### config.mk
export PLATFORM = sky130hd
export DESIGN_NAME = config_word_option_decode
export DESIGN_NICKNAME = d
export VERILOG_FILES = /design/src/config_word_option_decode.v /design/src/config_word_store.v
export VERILOG_INCLUDE_DIRS = /design/src /design/src/src
export SDC_FILE = /design/constraint.sdc
export NUM_CORES = 1
export LEC_CHECK = 0
export BUFFER_PORTS_ARGS = -buffer_cell sky130_fd_sc_hd__buf_2
export CORE_MARGIN = 2
export CORE_UTILIZATION = 30
export CTS_CLUSTER_DIAMETER = 80
export CTS_CLUSTER_SIZE = 30
export DETAILED_ROUTE_END_ITERATION = 10
export HOLD_SLACK_MARGIN = 0.12
export MAX_ROUTING_LAYER = met4
export PLACE_DENSITY = 0.48
export SKIP_CTS_REPAIR_TIMING = 1
export SLEW_MARGIN = 20
export SYNTH_ARGS = -nofsm -noshare
export SYNTH_HDL_FRONTEND = slang
export SYNTH_SLANG_ARGS = --single-unit
### constraint.sdc
create_clock -name aclk -period 2.6 [get_ports aclk]
set_clock_uncertainty 0.2 [all_clocks]
set_input_delay 0.52 -clock aclk [delete_from_list [all_inputs] [get_ports aclk]]
set_output_delay 0.52 -clock aclk [all_outputs]
set_load 0.01 [all_outputs]
### src/config_word_map.vh
`ifndef CONFIG_WORD_MAP_VH
`define CONFIG_WORD_MAP_VH

`define REG_DEVOPT_ADDR      4'h0
`define REG_DEBUG_ADDR       4'h4
`define REG_POWERUP_ADDR     4'h8
`define REG_STATUS_ADDR      4'hc

`define WORD_INDEX_DEVOPT    2'h0
`define WORD_INDEX_DEBUG     2'h1
`define WORD_INDEX_POWERUP   2'h2
`define WORD_COUNT           3'h3

`define USER_IDENTIFIER_MSB           31
`define USER_IDENTIFIER_LSB           16
`define OSC_DRIVE_BIT        3
`define CHAN_MSB             4
`define CHAN_LSB             3
`define SCAN_EN_BIT          2
`define LP_BOR_BIT           3
`define RET_VR_BIT           2
`define BOR_MSB              1
`define BOR_LSB              0

`define DEVOPT_RSVD_MASK     32'h0000_fff7
`define DEBUG_RSVD_MASK      32'hffff_ffe3
`define POWERUP_RSVD_MASK    32'hffff_fff0

`define CHAN_PAIR_ONE        2'h3
`define CHAN_PAIR_TWO        2'h2
`define CHAN_PAIR_THREE      2'h1
`define CHAN_NONE            2'h0

`define BOR_HW_ON            2'h3
`define BOR_ACTIVE_ONLY      2'h2
`define BOR_SOFTWARE         2'h1
`define BOR_OFF              2'h0

`define AXI_RESP_OKAY        2'h0
`define AXI_RESP_SLVERR      2'h2

`endif

### src/config_word_option_decode.v
// Added by the designer: the address map and register access over AXI4-Lite.
`timescale 1ns/100ps
`include "config_word_map.vh"

module config_word_option_decode (
    input  wire        aclk,
    input  wire        aresetn,
    input  wire        cfg_valid,
    output reg         cfg_ready,
    input  wire [31:0] cfg_data,
    output reg         core_release,
    output reg  [15:0] user_identifier,
    output reg         secondary_osc_high_power,
    output reg         debug_pin_pair_one,
    output reg         debug_pin_pair_two,
    output reg         debug_pin_pair_three,
    output reg         scan_port_enable,
    output reg         low_power_brownout_enable,
    output reg         retention_regulator_disable,
    output reg         brownout_hw_enable,
    output reg         brownout_active_only,
    output reg         brownout_software_ctrl,
    input  wire [3:0]  s_axi_awaddr,
    input  wire        s_axi_awvalid,
    output reg         s_axi_awready,
    input  wire [31:0] s_axi_wdata,
    input  wire [3:0]  s_axi_wstrb,
    input  wire        s_axi_wvalid,
    output reg         s_axi_wready,
    output reg  [1:0]  s_axi_bresp,
    output reg         s_axi_bvalid,
    input  wire        s_axi_bready,
    input  wire [3:0]  s_axi_araddr,
    input  wire        s_axi_arvalid,
    output reg         s_axi_arready,
    output reg  [31:0] s_axi_rdata,
    output reg  [1:0]  s_axi_rresp,
    output reg         s_axi_rvalid,
    input  wire        s_axi_rready
);
    // ****************************************
    // Load sequencer
    // ****************************************
    localparam ST_LOAD = 2'h0;
    localparam ST_DONE = 2'h1;

    reg  [1:0]  state_reg;
    reg  [1:0]  state_next;
    reg  [1:0]  index_reg;
    reg  [2:0]  rsvd_err_reg;
    reg  [31:0] devopt_reg;
    reg  [31:0] debug_reg;
    reg  [31:0] powerup_reg;
    wire        take;
    reg         rsvd_bad;

    assign take = cfg_valid && cfg_ready;

    always @* begin
        state_next = state_reg;
        case (state_reg)
            ST_LOAD: if (take && index_reg == `WORD_INDEX_POWERUP) state_next = ST_DONE;
            ST_DONE: state_next = ST_DONE;
            default: state_next = ST_LOAD;
        endcase
    end

    // Reserved-one checks; mismatches are flagged, never corrected
    always @* begin
        case (index_reg)
            `WORD_INDEX_DEVOPT: rsvd_bad = (cfg_data & `DEVOPT_RSVD_MASK) != `DEVOPT_RSVD_MASK;
            `WORD_INDEX_DEBUG:  rsvd_bad = (cfg_data & `DEBUG_RSVD_MASK) != `DEBUG_RSVD_MASK;
            default:            rsvd_bad = (cfg_data & `POWERUP_RSVD_MASK) != `POWERUP_RSVD_MASK;
        endcase
    end

    always @(posedge aclk) begin
        if (!aresetn) begin
            state_reg    <= ST_LOAD;
            index_reg    <= `WORD_INDEX_DEVOPT;
            cfg_ready    <= 1'b0;
            core_release <= 1'b0;
            rsvd_err_reg <= 3'h0;
            devopt_reg   <= 32'h0000_0000;
            debug_reg    <= 32'h0000_0000;
            powerup_reg  <= 32'h0000_0000;
        end else begin
            state_reg    <= state_next;
            cfg_ready    <= (state_next == ST_LOAD);
            core_release <= (state_next == ST_DONE);
            if (take && state_reg == ST_LOAD) begin
                index_reg <= index_reg + 2'h1;
                rsvd_err_reg[index_reg] <= rsvd_bad;
                case (index_reg)
                    `WORD_INDEX_DEVOPT: devopt_reg  <= cfg_data;
                    `WORD_INDEX_DEBUG:  debug_reg   <= cfg_data;
                    default:            powerup_reg <= cfg_data;
                endcase
            end
        end
    end

    // ****************************************
    // Decoded options
    // ****************************************
    always @(posedge aclk) begin
        if (!aresetn) begin
            user_identifier             <= 16'h0000;
            secondary_osc_high_power    <= 1'b0;
            debug_pin_pair_one          <= 1'b0;
            debug_pin_pair_two          <= 1'b0;
            debug_pin_pair_three        <= 1'b0;
            scan_port_enable            <= 1'b0;
            low_power_brownout_enable   <= 1'b0;
            retention_regulator_disable <= 1'b0;
            brownout_hw_enable          <= 1'b0;
            brownout_active_only        <= 1'b0;
            brownout_software_ctrl      <= 1'b0;
        end else if (state_reg == ST_LOAD && state_next == ST_DONE) begin
            user_identifier          <= devopt_reg[`USER_IDENTIFIER_MSB:`USER_IDENTIFIER_LSB];
            secondary_osc_high_power <= ~devopt_reg[`OSC_DRIVE_BIT];
            debug_pin_pair_one   <= debug_reg[`CHAN_MSB:`CHAN_LSB] == `CHAN_PAIR_ONE;
            debug_pin_pair_two   <= debug_reg[`CHAN_MSB:`CHAN_LSB] == `CHAN_PAIR_TWO;
            debug_pin_pair_three <= debug_reg[`CHAN_MSB:`CHAN_LSB] == `CHAN_PAIR_THREE;
            scan_port_enable     <= debug_reg[`SCAN_EN_BIT];
            low_power_brownout_enable   <= cfg_data[`LP_BOR_BIT];
            retention_regulator_disable <= cfg_data[`RET_VR_BIT];
            brownout_hw_enable     <= cfg_data[`BOR_MSB:`BOR_LSB] == `BOR_HW_ON;
            brownout_active_only   <= cfg_data[`BOR_MSB:`BOR_LSB] == `BOR_ACTIVE_ONLY;
            brownout_software_ctrl <= cfg_data[`BOR_MSB:`BOR_LSB] == `BOR_SOFTWARE;
        end
    end

    // ****************************************
    // Shadow copy for reads
    // ****************************************
    reg  [1:0]  rd_index;
    wire [31:0] store_rdata;

    config_word_store #(
        .DEPTH (3),
        .AW    (2)
    ) u_store (
        .aclk    (aclk),
        .aresetn (aresetn),
        .wr_en   (take && state_reg == ST_LOAD),
        .wr_addr (index_reg),
        .wr_data (cfg_data),
        .rd_addr (rd_index),
        .rd_data (store_rdata)
    );

    // ****************************************
    // AXI4-Lite slave, read-only registers
    // ****************************************
    reg        rd_pend_reg;
    reg        rd_status_reg;
    reg        rd_bad_reg;
    reg        rd_live_reg;
    reg        aw_got_reg;
    reg        w_got_reg;

    always @* begin
        case (s_axi_araddr)
            `REG_DEBUG_ADDR:   rd_index = `WORD_INDEX_DEBUG;
            `REG_POWERUP_ADDR: rd_index = `WORD_INDEX_POWERUP;
            default:           rd_index = `WORD_INDEX_DEVOPT;
        endcase
    end

    always @(posedge aclk) begin
        if (!aresetn) begin
            s_axi_arready <= 1'b0;
            s_axi_rvalid  <= 1'b0;
            s_axi_rdata   <= 32'h0000_0000;
            s_axi_rresp   <= `AXI_RESP_OKAY;
            rd_pend_reg   <= 1'b0;
            rd_status_reg <= 1'b0;
            rd_bad_reg    <= 1'b0;
            rd_live_reg   <= 1'b0;
        end else begin
            s_axi_arready <= 1'b0;
            if (s_axi_arvalid && !s_axi_arready && !rd_pend_reg && !s_axi_rvalid) begin
                s_axi_arready <= 1'b1;
                rd_pend_reg   <= 1'b1;
                rd_status_reg <= s_axi_araddr == `REG_STATUS_ADDR;
                rd_live_reg   <= core_release;
                rd_bad_reg    <= s_axi_araddr != `REG_DEVOPT_ADDR && s_axi_araddr != `REG_DEBUG_ADDR &&
                                 s_axi_araddr != `REG_POWERUP_ADDR && s_axi_araddr != `REG_STATUS_ADDR;
            end else if (rd_pend_reg) begin
                rd_pend_reg  <= 1'b0;
                s_axi_rvalid <= 1'b1;
                s_axi_rresp  <= rd_bad_reg ? `AXI_RESP_SLVERR : `AXI_RESP_OKAY;
                if (rd_bad_reg)
                    s_axi_rdata <= 32'h0000_0000;
                else if (rd_status_reg)
                    s_axi_rdata <= {28'h0000000, rsvd_err_reg, core_release};
                else if (!rd_live_reg)
                    s_axi_rdata <= 32'h0000_0000;
                else
                    s_axi_rdata <= store_rdata;
            end else if (s_axi_rvalid && s_axi_rready) begin
                s_axi_rvalid <= 1'b0;
            end
        end
    end

    // Writes are accepted and refused with SLVERR: all words are read-only
    always @(posedge aclk) begin
        if (!aresetn) begin
            s_axi_awready <= 1'b0;
            s_axi_wready  <= 1'b0;
            s_axi_bvalid  <= 1'b0;
            s_axi_bresp   <= `AXI_RESP_OKAY;
            aw_got_reg    <= 1'b0;
            w_got_reg     <= 1'b0;
        end else begin
            s_axi_awready <= 1'b0;
            s_axi_wready  <= 1'b0;
            if (s_axi_awvalid && !s_axi_awready && !aw_got_reg && !s_axi_bvalid) begin
                s_axi_awready <= 1'b1;
                aw_got_reg    <= 1'b1;
            end
            if (s_axi_wvalid && !s_axi_wready && !w_got_reg && !s_axi_bvalid) begin
                s_axi_wready <= 1'b1;
                w_got_reg    <= 1'b1;
            end
            if (aw_got_reg && w_got_reg && !s_axi_bvalid) begin
                aw_got_reg   <= 1'b0;
                w_got_reg    <= 1'b0;
                s_axi_bvalid <= 1'b1;
                s_axi_bresp  <= `AXI_RESP_SLVERR;
            end else if (s_axi_bvalid && s_axi_bready) begin
                s_axi_bvalid <= 1'b0;
            end
        end
    end
endmodule // config_word_option_decode

### src/config_word_store.v
`timescale 1ns/100ps
module config_word_store #(
    parameter DEPTH = 3,
    parameter AW    = 2
) (
    input  wire          aclk,
    input  wire          aresetn,
    input  wire          wr_en,
    input  wire [AW-1:0] wr_addr,
    input  wire [31:0]   wr_data,
    input  wire [AW-1:0] rd_addr,
    output reg  [31:0]   rd_data
);
    reg [31:0] mem [0:DEPTH-1];

    always @(posedge aclk) begin
        if (wr_en)
            mem[wr_addr] <= wr_data;
    end

    always @(posedge aclk) begin
        if (!aresetn)
            rd_data <= 32'h0000_0000;
        else
            rd_data <= mem[rd_addr];
    end
endmodule // config_word_store

# Word-level counts from Yosys, hierarchy flattened
# Memory sizes are Yosys's and may differ from the RTL's. A register that Yosys moved wholly into a read port is not among the register bits.
# Index checks and enable logic that the tools add are counted.
dict set report op_classes {
  n_reduce_logical 40
  bitwise_logic 3
  n_addsub 1
  muxes 20
  magnitude_cmp 2
  eq_ne 19
}
# cell count
set op_table {}
lappend op_table {{$mux 32} 3}
lappend op_table {{$ne 29x29->1 const B} 1}
lappend op_table {{$ne 28x28->1 const B} 1}
lappend op_table {{$logic_and 1x1->1} 21}
lappend op_table {{$ne 15x15->1 const B} 1}
lappend op_table {{$eq 2x1->1 const B} 5}
lappend op_table {{$eq 2x2->1 const B} 5}
lappend op_table {{$mux 1} 10}
lappend op_table {{$eq 4x4->1 const B} 2}
lappend op_table {{$logic_not 1->1} 8}
lappend op_table {{$ne 4x4->1 const B} 2}
lappend op_table {{$pmux 2 s2} 2}
lappend op_table {{$reduce_and 2->1} 4}
lappend op_table {{$logic_not 2->1} 3}
lappend op_table {{$eq 4x3->1 const B} 1}
lappend op_table {{$mux 2} 2}
lappend op_table {{$ne 4x3->1 const B} 1}
lappend op_table {{$reduce_bool 2->1} 2}
lappend op_table {{$reduce_bool 4->1} 1}
lappend op_table {{$bwmux 3} 1}
lappend op_table {{$lt 2x3->1 const B} 1}
lappend op_table {{$not 1->1} 3}
lappend op_table {{$add 2x1->2 const B} 1}
lappend op_table {{$demux 1 s2} 1}
lappend op_table {{3 further kinds} 3}
dict set report word_totals {
  reg_bits 117
  memories 1
  ramBits 96
  output_inout_bits 69
  in_bits 84
  wordCells 117
}
# name words width read_ports rd_clocked_by_memory_dff wr line_no
set mem_list {}
lappend mem_list {u_store.mem 3 32 1 1 1 config_word_store.v:14} ;# reg [31:0] mem [0:DEPTH-1];

# Logic depth before layout (Yosys ltp)
# Gate-level depths: netlist of the first run.
dict set report depth {
  ltp_word 6
  mapped_depth 8
  depth_no_buf 6
}

# Cells and area by module
# From an unflattened synthesis of the first run, not the netlist that was laid out.
dict set report hier_totals {
  hier_cells 684
  hier_area_um2 8874.8
}
# mod cells_per_inst n_inst seq_area_each_um2 area_per_inst_um2
set by_module_without_submodules {}
lappend by_module_without_submodules {config_word_store 240 1 3523.4 4680.7}
lappend by_module_without_submodules {config_word_option_decode 444 1 1981.9 4194.0}

# Least setup slack after synthesis of the first run
# OpenSTA, ideal clock, no wires.
dict set report synth_timing {
  path_kind {register -> register}
  from {register index_reg[0]}
  to {memory u_store.mem[2][0], enable pin}
  path_slack_ns 0.003
  required_ns 1.991
  setup_ns 0.409
  arrival_time_ns 1.988
  n_path_buf 1
  stages_incl_launch_ff 6
  period_less_slack_ns 2.597
  cell_sequence {dfxtp_1 inv_1 ha_1 nand4_1 inv_2 clkbuf_1}
}
# element line_no
set synth_lines {}
lappend synth_lines {{from (decl)} config_word_option_decode.v:49} ;# reg [1:0] index_reg;
lappend synth_lines {{from (signal assigned)} config_word_option_decode.v:80} ;# index_reg <= `WORD_INDEX_DEVOPT;
lappend synth_lines {{from (signal assigned)} config_word_option_decode.v:92} ;# index_reg <= index_reg + 2'h1;
lappend synth_lines {{to (decl)} config_word_store.v:14}
# No word-level cell before the write port.

# Final worst setup path of the first run
dict set report layout_timing {
  from {input port cfg_data[14]}
  to {register rsvd_err_reg[2]}
}
dict set report layout_via {
  elab_chain_len 3
  elab_cells_between_ends 5
  cone_classes {eq/ne (3); mux (2)}
}
# element line_no
set layout_lines {}
lappend layout_lines {{from (decl)} config_word_option_decode.v:10} ;# input wire [31:0] cfg_data,
lappend layout_lines {{$ne 29x29->1 (no source line) (tied with other cells)} --}
lappend layout_lines {{$pmux 1 s2 (*)} config_word_option_decode.v:70} ;# case (index_reg)
lappend layout_lines {{$bwmux 3 (*)} config_word_option_decode.v:93} ;# rsvd_err_reg[index_reg] <= rsvd_bad;
lappend layout_lines {{to (signal, indexed assignment)} config_word_option_decode.v:93}
lappend layout_lines {{to (decl)} config_word_option_decode.v:50} ;# reg [2:0] rsvd_err_reg;
# Every way passes the cells marked *; elsewhere a longest branch is shown, timed or not.
# A chain may end at the register's enable or synchronous reset.

==> results of run 1 <==
synthesized netlist by cell type, types with 4 or more instances:
library cell	n
inv_1	5
and2_1	4
o211a_1	35
nand3b_1	6
nor2b_1	63
a21boi_0	4
nand2_1	121
a21oi_1	30
nand4_1	10
a21boi_1	49
mux2i_1	34
dfxtp_1	131
nand2b_1	8
buf_4	5
clkbuf_1	32
edfxtp_1	96
nor2_1	9
metal layers:
layer | wire (µm) | track usage (%) | part of all wire [%]
met1 | 9350 | 18.1 | 50
met2 | 7970 | 19.7 | 43
met3 | 1140 | 2.79 | 6.1
met4 | 257 | 2.94 | 1.4
met5 | 0 | - | 0
cell type report:
class / count / share of cell area (%)
Sequential cell: 227 / 54.3
Multi-Input combinational cell: 408 / 25.7
Timing Repair Buffer: 154 / 10.3
Tap cell: 341 / 4.21
Clock buffer: 15 / 3.70
Clock inverter: 9 / 1.39
Inverter: 8 / 0.296
worst paths after layout:
path | to | cells after the start | slack [ns] | from
setup reg to reg | rsvd_err_reg[1]$_SDFFE_PN0P_ | 7 | 0.74 | index_reg[1]$_SDFFE_PN0P_
setup / recovery | rsvd_err_reg[2]$_SDFFE_PN0P_ | 6 | 0.34 | cfg_data[14]
hold / removal | s_axi_awready$_SDFF_PN0_ | 3 | 0.1 | s_axi_awvalid
hold reg to reg | s_axi_rdata[0]$_SDFFE_PN0P_ | 2 | 0.25 | u_store.rd_data[0]$_SDFF_PN0_
metrics by stage:
step | worst slack [ns] | utilization, %
after global routing | 0.239 | 37.5
after floorplan | 0.00337 | -
after global placement | 0.367 | 34.4
after detailed placement | 0.355 | 34.4
final | 0.341 | 37.5
after CTS | 0.336 | 36.4
worst max-delay path, cell delays in order:
cell and delay, ns:
dlygate4sd3_1 0.52, buf_2 0.14, nand4_1 0.23, or4_4 0.55, o311a_1 0.30, a32o_1 0.20
cell families (layout without fill, tap and decap cells):
kind of cell	count (synthesis)	in the layout	share of synthesized area, %
other	1	3	0.0452
DFF	227	227	66.3
buffers and inverters	49	186	2.49
AOI/OAI and AO/OA	133	133	12.3
xor gates and xnor gates	1	1	0.106
muxes	34	34	4.10
adders and majority gates	3	3	0.452
and+or+nand+nor	234	234	14.2
cell usage in the layout (no fill, tap or decap), types with 3 or more instances in the layout:
cell type,netlist,routed
a21boi_0,4,4
a21boi_1,49,49
a21oi_1,30,30
a32oi_1,3,3
and2_1,4,4
buf_12,0,7
buf_2,3,109
buf_4,5,7
clkbuf_16,0,15
conb_1,1,3
dfxtp_1,131,131
dlygate4sd3_1,0,31
edfxtp_1,96,96
ha_1,3,3
inv_1,5,5
inv_12,0,3
inv_2,3,3
mux2i_1,34,34
nand2_1,121,121
nand2b_1,8,8
nand3_1,3,3
nand3b_1,6,6
nand4_1,10,10
nor2_1,9,9
nor2b_1,63,63
nor3_1,3,3
o211a_1,35,35
where the power goes:
group          internal, µW  switching [µW]  total [µW]
Clock                  1250            1350        2610
Combinational           157             188         346
Sequential             3780            28.6        3810
Total                  5190            1570        6760
==> results.md, run 1 <==
- Status: finished clean
- Dpl cell area: 9310 µm²
- Mapped Cells: 682
- Clock root cell: clkbuf_16
- DP Wirelength: 11.6 mm
- Hold crit path type: primary input to register
- EDFF count, synth: 96
- Initial antenna violation count: 0
- Final period utilization: 86.9%
- Vias in the first global route: 5032
- Core ar.: 27000 µm²
- PortBufs: 110
- Final max-slew violation count: 0
- Mapped Avg Cell Area: 12.2 µm²
- PwrDens: 667 nW/µm²
- Area of the multi-input gates: 2610 µm²
- TNS Setup: 0 ns
- Gpl congestion: 0.707
- Post-synth top area cell: edfxtp_1
- Vias/cell: ~4.5
- Share of synthesized registers carrying an async set or reset: 0%
- Hold_ws: between 0.09 and 0.1 ns
- DRT iter0 DRCs: roughly 270
- Post-synth top flop: dfxtp_1
- Post-route cell area: 10100 µm²
- Largest net degree at the start of global routing: 65
- CTS tree: yes
- Maximum fanout along the worst path: 4
- CP endpoint kind: register
- Layout filler cell count: 2664
- Max reg flops: 96
- Clock slew at reported path FFs: 0.11 ns
- Register area: 5510 µm²
- Gr usage total: 13.1%
- Clk_lat worst skew: 0.50 ns
- Critical path class: primary input to register
- Number of instances in the placed design: 1107
- Drt wl/cell: 16.1 µm
- Max_cap viols: 0
- Endpoints failing hold: 0
- Gr ovfl total: 0
- Post-route total power: 6760 µW
- Critical path required time: 2.80 ns
- Final setup viols: 0
- Num ports: 153
- CTS Buf Count: 14
- First-pass GRT wire length: 28.7 mm
- Area Overhead vs Synth: 22.1%
- N_diodes: 0
- Antenna-violating nets left: 0
- Die footprint: 29000 µm²
- Period minus WS final: 2.26 ns
- Fraction of layout cells with a size suffix above 1: between 10% and 20%
- H-tree depth: 1
- Unrepaired setup endpoints after global routing: false
- Post-Route WL: 18.7 mm
- P_leak: 0.00400 µW
- Synth warnings: 0
- Unique masters post-synth: 43
- Via Count: about 5200
- Relative slew slack: 60.9%
- Post-Syn Area: 8300 µm²
- Critical path arrival: 2.46 ns
- Post-synth top area share: 34.7%
- Slew @ Worst Pin: 0.587 ns
- Synth Register Bits: 227
- Final net count: 900
- FMAX: 443 MHz
- Worst-case vdd ir drop: about 0.42 mV
- Largest regs: u_store.mem x96, s_axi_rdata x32, u_store.rd_data x32
- Num Clock Sinks: approximately 230
- Non-filler cells, final: 1162
- Largest Register: u_store.mem
- Register area share after synthesis: 66.3%
- Max clock buf depth: 3
- Starting Density: 30.7%
- Die Wd: roughly 170 µm
- Drt pass-1 iters: 4
- # rows: 60
- Chip Height: between 150 and 200 µm
- Critical Path Source Type: primary input
- Top cells by area, synth: edfxtp_1, dfxtp_1, nand2_1
- DRC Markers: 0
(Power assumes the default switching activity.)
==> run 2: changes to the inputs <==
--- a/config.mk
+++ b/config.mk
@@ -7,6 +7,8 @@
 export NUM_CORES = 1
 export LEC_CHECK = 0
 export BUFFER_PORTS_ARGS = -buffer_cell sky130_fd_sc_hd__buf_2
+export CELL_PAD_IN_SITES_DETAIL_PLACEMENT = 2
+export CELL_PAD_IN_SITES_GLOBAL_PLACEMENT = 2
 export CORE_MARGIN = 2
 export CORE_UTILIZATION = 30
 export CTS_CLUSTER_DIAMETER = 80
@@ -14,7 +16,7 @@
 export DETAILED_ROUTE_END_ITERATION = 10
 export HOLD_SLACK_MARGIN = 0.12
 export MAX_ROUTING_LAYER = met4
-export PLACE_DENSITY = 0.48
+export PLACE_DENSITY = 0.81
 export SKIP_CTS_REPAIR_TIMING = 1
 export SLEW_MARGIN = 20
 export SYNTH_ARGS = -nofsm -noshare
==> run 2 against run 1 <==
  * Power decreased by 0.70%
  * Largest cell class unchanged
  * Critical path depth stayed put
  * Hold slack improved by 0.034 ns
  * Highest routed layer unchanged
  * Die area did not move
==> results.md, run 2 (same netlist as run 1, synthesis figures left out) <==
- Status: finished clean
- Terminus of the critical flop-to-flop path: u_store.mem[2][13]$_DFFE_PP_
- Via Count: 5583 (+6.4%)
- CP endpoint kind: register
- Largest net degree at the start of global routing: 65 (unchanged)
- Critical path arrival: 2.52 ns (+0.06 ns)
- Gr ovfl total: 0 (unchanged)
- Largest regs: u_store.mem x96, s_axi_rdata x32, u_store.rd_data x32
- Area Overhead vs Synth: 22.0%
- Layout filler cell count: 2825 (+6.0%)
- Drt wl/cell: 19.2 µm (+19%)
- # rows: 60 (unchanged)
- Core ar.: 27000 µm² (unchanged)
- Period minus WS final: 2.34 ns (+0.0826 ns)
- Num ports: 153 (unchanged)
- Final max-slew violation count: 0 (unchanged)
- Critical path class: primary input to register
- Antenna-violating nets left: 0 (unchanged)
- TNS Setup: 0 ns (unchanged)
- Die Wd: 170 µm (unchanged)
- Max_cap viols: 0 (unchanged)
- Final setup viols: 0 (unchanged)
- DRC Markers: 0 (unchanged)
- Critical Path Source Type: primary input
- Fin util: 37.5% (-0.042 points)
- Clk_lat worst skew: 0.50 ns (about the same)
- Post-Route WL: 22.4 mm (+20%)
- Clock slew at reported path FFs: 0.11 ns (about the same)
- Slowest library cell on the worst path: dlygate4sd3_1
- Final net count: 903 (+0.33%)
- Worst r2r src: index_reg[0]$_SDFFE_PN0P_
- First-pass GRT wire length: 33.9 mm (+18%)
- Worst R2R Setup Slack: 0.61 ns (-0.13 ns)
- Hold crit path type: primary input to register
- PortBufs: 110 (unchanged)
- Leading cell types in the layout, fill and taps excluded: dfxtp_1, nand2_1, buf_2, edfxtp_1, nor2b_1
- Vias in the first global route: 5970 (+19%)
- Critical path required time: 2.78 ns (-0.02 ns)
- Gpl congestion: 0.748 (+5.7%)
- Fraction of layout cells with a size suffix above 1: 19.1% (+0.052 points)
- CP Launch Point: cfg_data[12]
- H-tree depth: 1 (unchanged)
- CP endpoint: rsvd_err_reg[2]$_SDFFE_PN0P_
- Starting Density: 30.7% (unchanged)
- CTS tree: yes
- Initial antenna violation count: 1 (+1)
- DP Wirelength: 14.3 mm (+24%)
- FF-to-FF path depth: 5 (-2)
- Drt pass-1 iters: 4 (unchanged)
- Unrepaired setup endpoints after global routing: false
- Final period utilization: 90.0% (+3.2 points)
- PwrDens: 663 nW/µm² (-0.59%)
- P_leak: 0.00400 µW (-0.12%)
- DRT iter0 DRCs: 253 (-7.3%)
- Clock root cell: clkbuf_16
- Largest Register: u_store.mem
- CTS Buf Count: 15 (+1)
- Die footprint: 29000 µm² (unchanged)
- Max reg flops: 96 (unchanged)
- Vias/cell: 4.79 (+6.1%)
- FMAX: 427 MHz (-3.5%)
- Chip Height: 170 µm (unchanged)
- Num Clock Sinks: 227 (unchanged)
- Hold_ws: 0.130 ns (+0.0339 ns)
- Gr usage total: 15.5% (+2.5 points)
- Endpoints failing hold: 0 (unchanged)
- Worst-case vdd ir drop: 0.417 mV (-0.22%)
- Max clock buf depth: 3 (unchanged)
- CP Cell Sequence: dlygate4sd3_1 -> buf_2 -> nand4_1 -> or4_4 -> o311a_1 -> a32o_1
- Maximum fanout along the worst path: 4 (unchanged)
- Max incr delay on CP: 0.56 ns (about the same)
- Commonest non-fill, non-tap cell in the layout: dfxtp_1
-- run 2: cell count changes in the layout (fill, tap and decap cells not counted) --
cell           before  now
clkinv_2            1    0
inv_12              3    2
inv_4               0    1
diode_2             0    1
dlygate4sd3_1      31   30
buf_4               7   10
bufinv_16           1    0
inv_6               2    1
clkinv_8            0    1
clkbuf_1            0    3
-- run 2: critical path: cells and delay by family --
family	cells	cell delay, ns
buffers and inverters	2	0.72
AND/OR/NAND/NOR	2	0.78
AO/OA/AOI/OAI	2	0.50
-- run 2: area by class of cell --
type                       count  area (µm²)  area share, %
multi-input combinational    408        2610           25.8
antenna                        1        2.50         0.0247
timing repair buffer         156        1060           10.5
sequential                   227        5510           54.4
clock buffer                  18         387           3.82
clock inverter                 7         104           1.03
inverter                       8        30.0          0.297
tap                          341         427           4.21
-- run 2: worst min-delay path by stage --
stage | start | endpoint | slack [ns] | cells after the start
floorplan | u_store.rd_data[0]$_SDFF_PN0_ | s_axi_rdata[0]$_SDFFE_PN0P_ | 0.22 | 2
global placement | u_store.rd_data[0]$_SDFF_PN0_ | s_axi_rdata[0]$_SDFFE_PN0P_ | 0.24 | 2
detailed placement | u_store.rd_data[0]$_SDFF_PN0_ | s_axi_rdata[0]$_SDFFE_PN0P_ | 0.24 | 2
CTS | cfg_data[23] | u_store.mem[1][23]$_DFFE_PP_ | 0.02 | 1
global route | cfg_data[3] | devopt_reg[3]$_SDFFE_PN0P_ | 0.13 | 3
finish | cfg_data[4] | debug_reg[4]$_SDFFE_PN0P_ | 0.13 | 3
-- run 2: report_power, final --
| part | internal [µW] | switching, µW | leakage, µW |
|---|---|---|---|
| combinational | 160 | 205 | 0.00182 |
| clock | 1160 | 1380 | 0.000238 |
| sequential | 3780 | 32.2 | 0.00194 |
-- run 2: metrics by stage --
step / instance area (µm²) / cells / worst slack, ns / total power (µW)
floorplan: 8310 / 684 / 0.00337 / 4060
global placement: 9330 / 1110 / 0.297 / 4200
detailed placement: 9330 / 1110 / 0.252 / 4230
CTS: 9820 / 1135 / 0.341 / 6780
global route: 10100 / 1166 / 0.245 / 6980
finish: 10100 / 1166 / 0.259 / 6720
-- run 2: per-layer routing --
layer / wire length (µm) / global-route usage (%) / vias up / part of all wire (%)
met5: 0 / - / - / 0
met4: 371 / 3.31 / 0 / 1.7
met3: 796 / 2.37 / 22 / 3.5
met2: 11100 / 26.5 / 101 / 50
met1: 10100 / 19.5 / 2815 / 45
li1: - / - / 2645 / -
==> run 3: changes to the inputs <==
--- a/config.mk
+++ b/config.mk
@@ -9,14 +9,14 @@
 export BUFFER_PORTS_ARGS = -buffer_cell sky130_fd_sc_hd__buf_2
 export CELL_PAD_IN_SITES_DETAIL_PLACEMENT = 2
 export CELL_PAD_IN_SITES_GLOBAL_PLACEMENT = 2
-export CORE_MARGIN = 2
-export CORE_UTILIZATION = 30
+export CORE_MARGIN = 3
+export CORE_UTILIZATION = 33
 export CTS_CLUSTER_DIAMETER = 80
 export CTS_CLUSTER_SIZE = 30
 export DETAILED_ROUTE_END_ITERATION = 10
 export HOLD_SLACK_MARGIN = 0.12
 export MAX_ROUTING_LAYER = met4
-export PLACE_DENSITY = 0.81
+export PLACE_DENSITY = 0.87
 export SKIP_CTS_REPAIR_TIMING = 1
 export SLEW_MARGIN = 20
 export SYNTH_ARGS = -nofsm -noshare
==> run 3 against run 2 <==
  * Critical path depth did not move
  * Sequential power barely moved
  * Global-route usage rose by 1.1 points
  * Setup slack got worse by 0.013 ns
  * Via count rose by 0.66%
  * Sequential share of layout area rose by 0.14 points
  * Critical endpoint unchanged
  * Register-to-register slack improved by 0.03 ns
  * Final cell count fell by 1.7%
  * Combinational power fell by 2%
==> results.md, run 3 (same netlist as run 1, synthesis figures left out) <==
- Drt wl/cell: 20.1 µm (+4.3%)
- Max reg flops: 96 (unchanged)
- Final period utilization: 90.5% (+0.48 points)
- Relative slew slack: 66.6%
- Clock slew at reported path FFs: 0.10 ns (about the same)
- Core ar.: 24500 µm² (-9.2%)
- Max clock buf depth: 3 (unchanged)
- Maximum fanout along the worst path: 4 (unchanged)
- Clk_lat worst skew: 0.49 ns (about the same)
- Critical Path Source Type: primary input
- Vias in the first global route: 5931 (-0.65%)
- Hold_ws: 0.138 ns (+0.00802 ns)
- Critical path class: primary input to register
- Post-Route WL: 23.0 mm (+2.5%)
- Num ports: 153 (unchanged)
- Fraction of layout cells with a size suffix above 1: 19.2% (+0.17 points)
- Commonest non-fill, non-tap cell in the layout: dfxtp_1
- Status: finished clean
- Leading cell types in the layout, fill and taps excluded: dfxtp_1, nand2_1, buf_2, edfxtp_1, nor2b_1
- Worst-case vdd ir drop: 0.389 mV (-6.7%)
- Largest net degree at the start of global routing: 65 (unchanged)
- Hold crit path type: primary input to register
- Gpl congestion: 0.742 (-0.80%)
- Layout filler cell count: 2525 (-11%)
- Die footprint: 27100 µm² (-6.6%)
- Antenna-violating nets left: 0 (unchanged)
- PortBufs: 110 (unchanged)
- Non-filler cells, final: 1146 (-1.7%)
- Die Wd: 165 µm (-3.4%)
- Critical path buffer and inverter count: 2 (unchanged)
- PwrDens: 673 nW/µm² (+1.5%)
- Clock root cell: clkbuf_16
- Final setup viols: 0 (unchanged)
- Fin util: 41.2% (+3.7 points)
- Vias/cell: 4.90 (+2.4%)
- Final max-slew violation count: 0 (unchanged)
- Largest Register: u_store.mem
- Area Overhead vs Synth: 21.7%
- Starting Density: 33.8% (+3.1 points)
- # rows: 57 (-5.0%)
- Drt pass-1 iters: 4 (unchanged)
- P_leak: 0.00400 µW (about the same)
- Period minus WS final: 2.35 ns (+0.0125 ns)
- Number of instances in the placed design: 1092 (-1.6%)
- N_diodes: 0 (-1)
- FMAX: 425 MHz (-0.53%)
- Slew @ Worst Pin: 0.500 ns
- Unrepaired setup endpoints after global routing: false
- DP Wirelength: 14.8 mm (+3.2%)
- CP endpoint kind: register
- Slowest library cell on the worst path: dlygate4sd3_1
- CTS tree: yes
- Largest regs: u_store.mem x96, s_axi_rdata x32, u_store.rd_data x32
- Post-route cell area: 10100 µm² (-0.26%)
- Num Clock Sinks: 227 (unchanged)
- Initial antenna violation count: 0 (-1)
- Gr usage total: 16.7% (+1.1 points)
- H-tree depth: 1 (unchanged)
- First-pass GRT wire length: 34.2 mm (+0.77%)
- Chip Height: 165 µm (-3.4%)
- Critical path required time: 2.78 ns (about the same)
- Dpl cell area: 9280 µm² (-0.58%)
- CP Cell Sequence: dlygate4sd3_1 -> buf_2 -> nand4_1 -> or4_4 -> o311a_1 -> a32o_1
- Critical path arrival: 2.53 ns (about the same)
- CTS Buf Count: 14 (-1)
- Via Count: 5620 (+0.66%)
- Crit path max-delay family: simple AND/OR/NAND/NOR gates
- Max incr delay on CP: 0.56 ns (about the same)
- Endpoints failing hold: 0 (unchanged)
- Final net count: 901 (-0.22%)
- Gr ovfl total: 0 (unchanged)
- TNS Setup: 0 ns (unchanged)
- Max_cap viols: 0 (unchanged)
- DRC Markers: 0 (unchanged)
- DRT iter0 DRCs: 242 (-4.3%)
==> run 3: cell types whose count changed in the layout (fill, tap and decap cells not counted), sizes merged <==
cell,change
inv,-4
clkbuf,-3
clkinvlp,+1
clkinv,+3
buf,-1
diode,-1
bufinv,+2
==> run 3: worst paths after layout <==
kind / startpoint / to / slack (ns) / cells after the start
setup / recovery: cfg_data[14] / rsvd_err_reg[2]$_SDFFE_PN0P_ / 0.25 / 6
hold / removal: s_axi_araddr[2] / rd_status_reg$_SDFFE_PN0P_ / 0.14 / 3
setup reg to reg: index_reg[0]$_SDFFE_PN0P_ / rsvd_err_reg[2]$_SDFFE_PN0P_ / 0.64 / 7
hold reg to reg: devopt_reg[21]$_SDFFE_PN0P_ / user_identifier[5]$_SDFFE_PN0P_ / 0.25 / 2
==> run 3: report_power, final <==
group,internal (µW),switching (µW)
logic,155,203
clock network,1310,1320
registers,3780,33.3
total,5250,1550
==> run 3: metrics by stage <==
step	setup slack, ns	total power [µW]
after floorplan	0.00337	4060
after global placement	0.395	4190
after detailed placement	0.349	4220
after CTS	0.350	6820
after global routing	0.213	7080
final	0.246	6800
==> run 3: area by class of cell <==
cell class / count / area (µm²) / share of cell area, %
Timing Repair Buffer: 155 / 1030 / 10.2
Clock buffer: 15 / 375 / 3.72
Tap cell: 324 / 405 / 4.01
Clock inverter: 9 / 145 / 1.44
Multi-Input combinational cell: 408 / 2610 / 25.8
Sequential cell: 227 / 5510 / 54.5
Inverter: 8 / 30.0 / 0.297
==> run 3: worst min-delay path: cells and delay by family <==
family,cells,cell delay [ns]
buffers and inverters,1,0.11
AND/OR/NAND/NOR,1,0.08
AO/OA/AOI/OAI,1,0.07
==> run 3: per-layer routing <==
metal	share of wire [%]	global-route usage [%]	up-vias	routed length [µm]
met5	0	-	-	0
met4	2.0	4.00	0	465
met3	4.3	3.26	25	986
met2	51	28.6	101	11700
met1	43	20.3	2851	9860
li1	-	-	2643	-
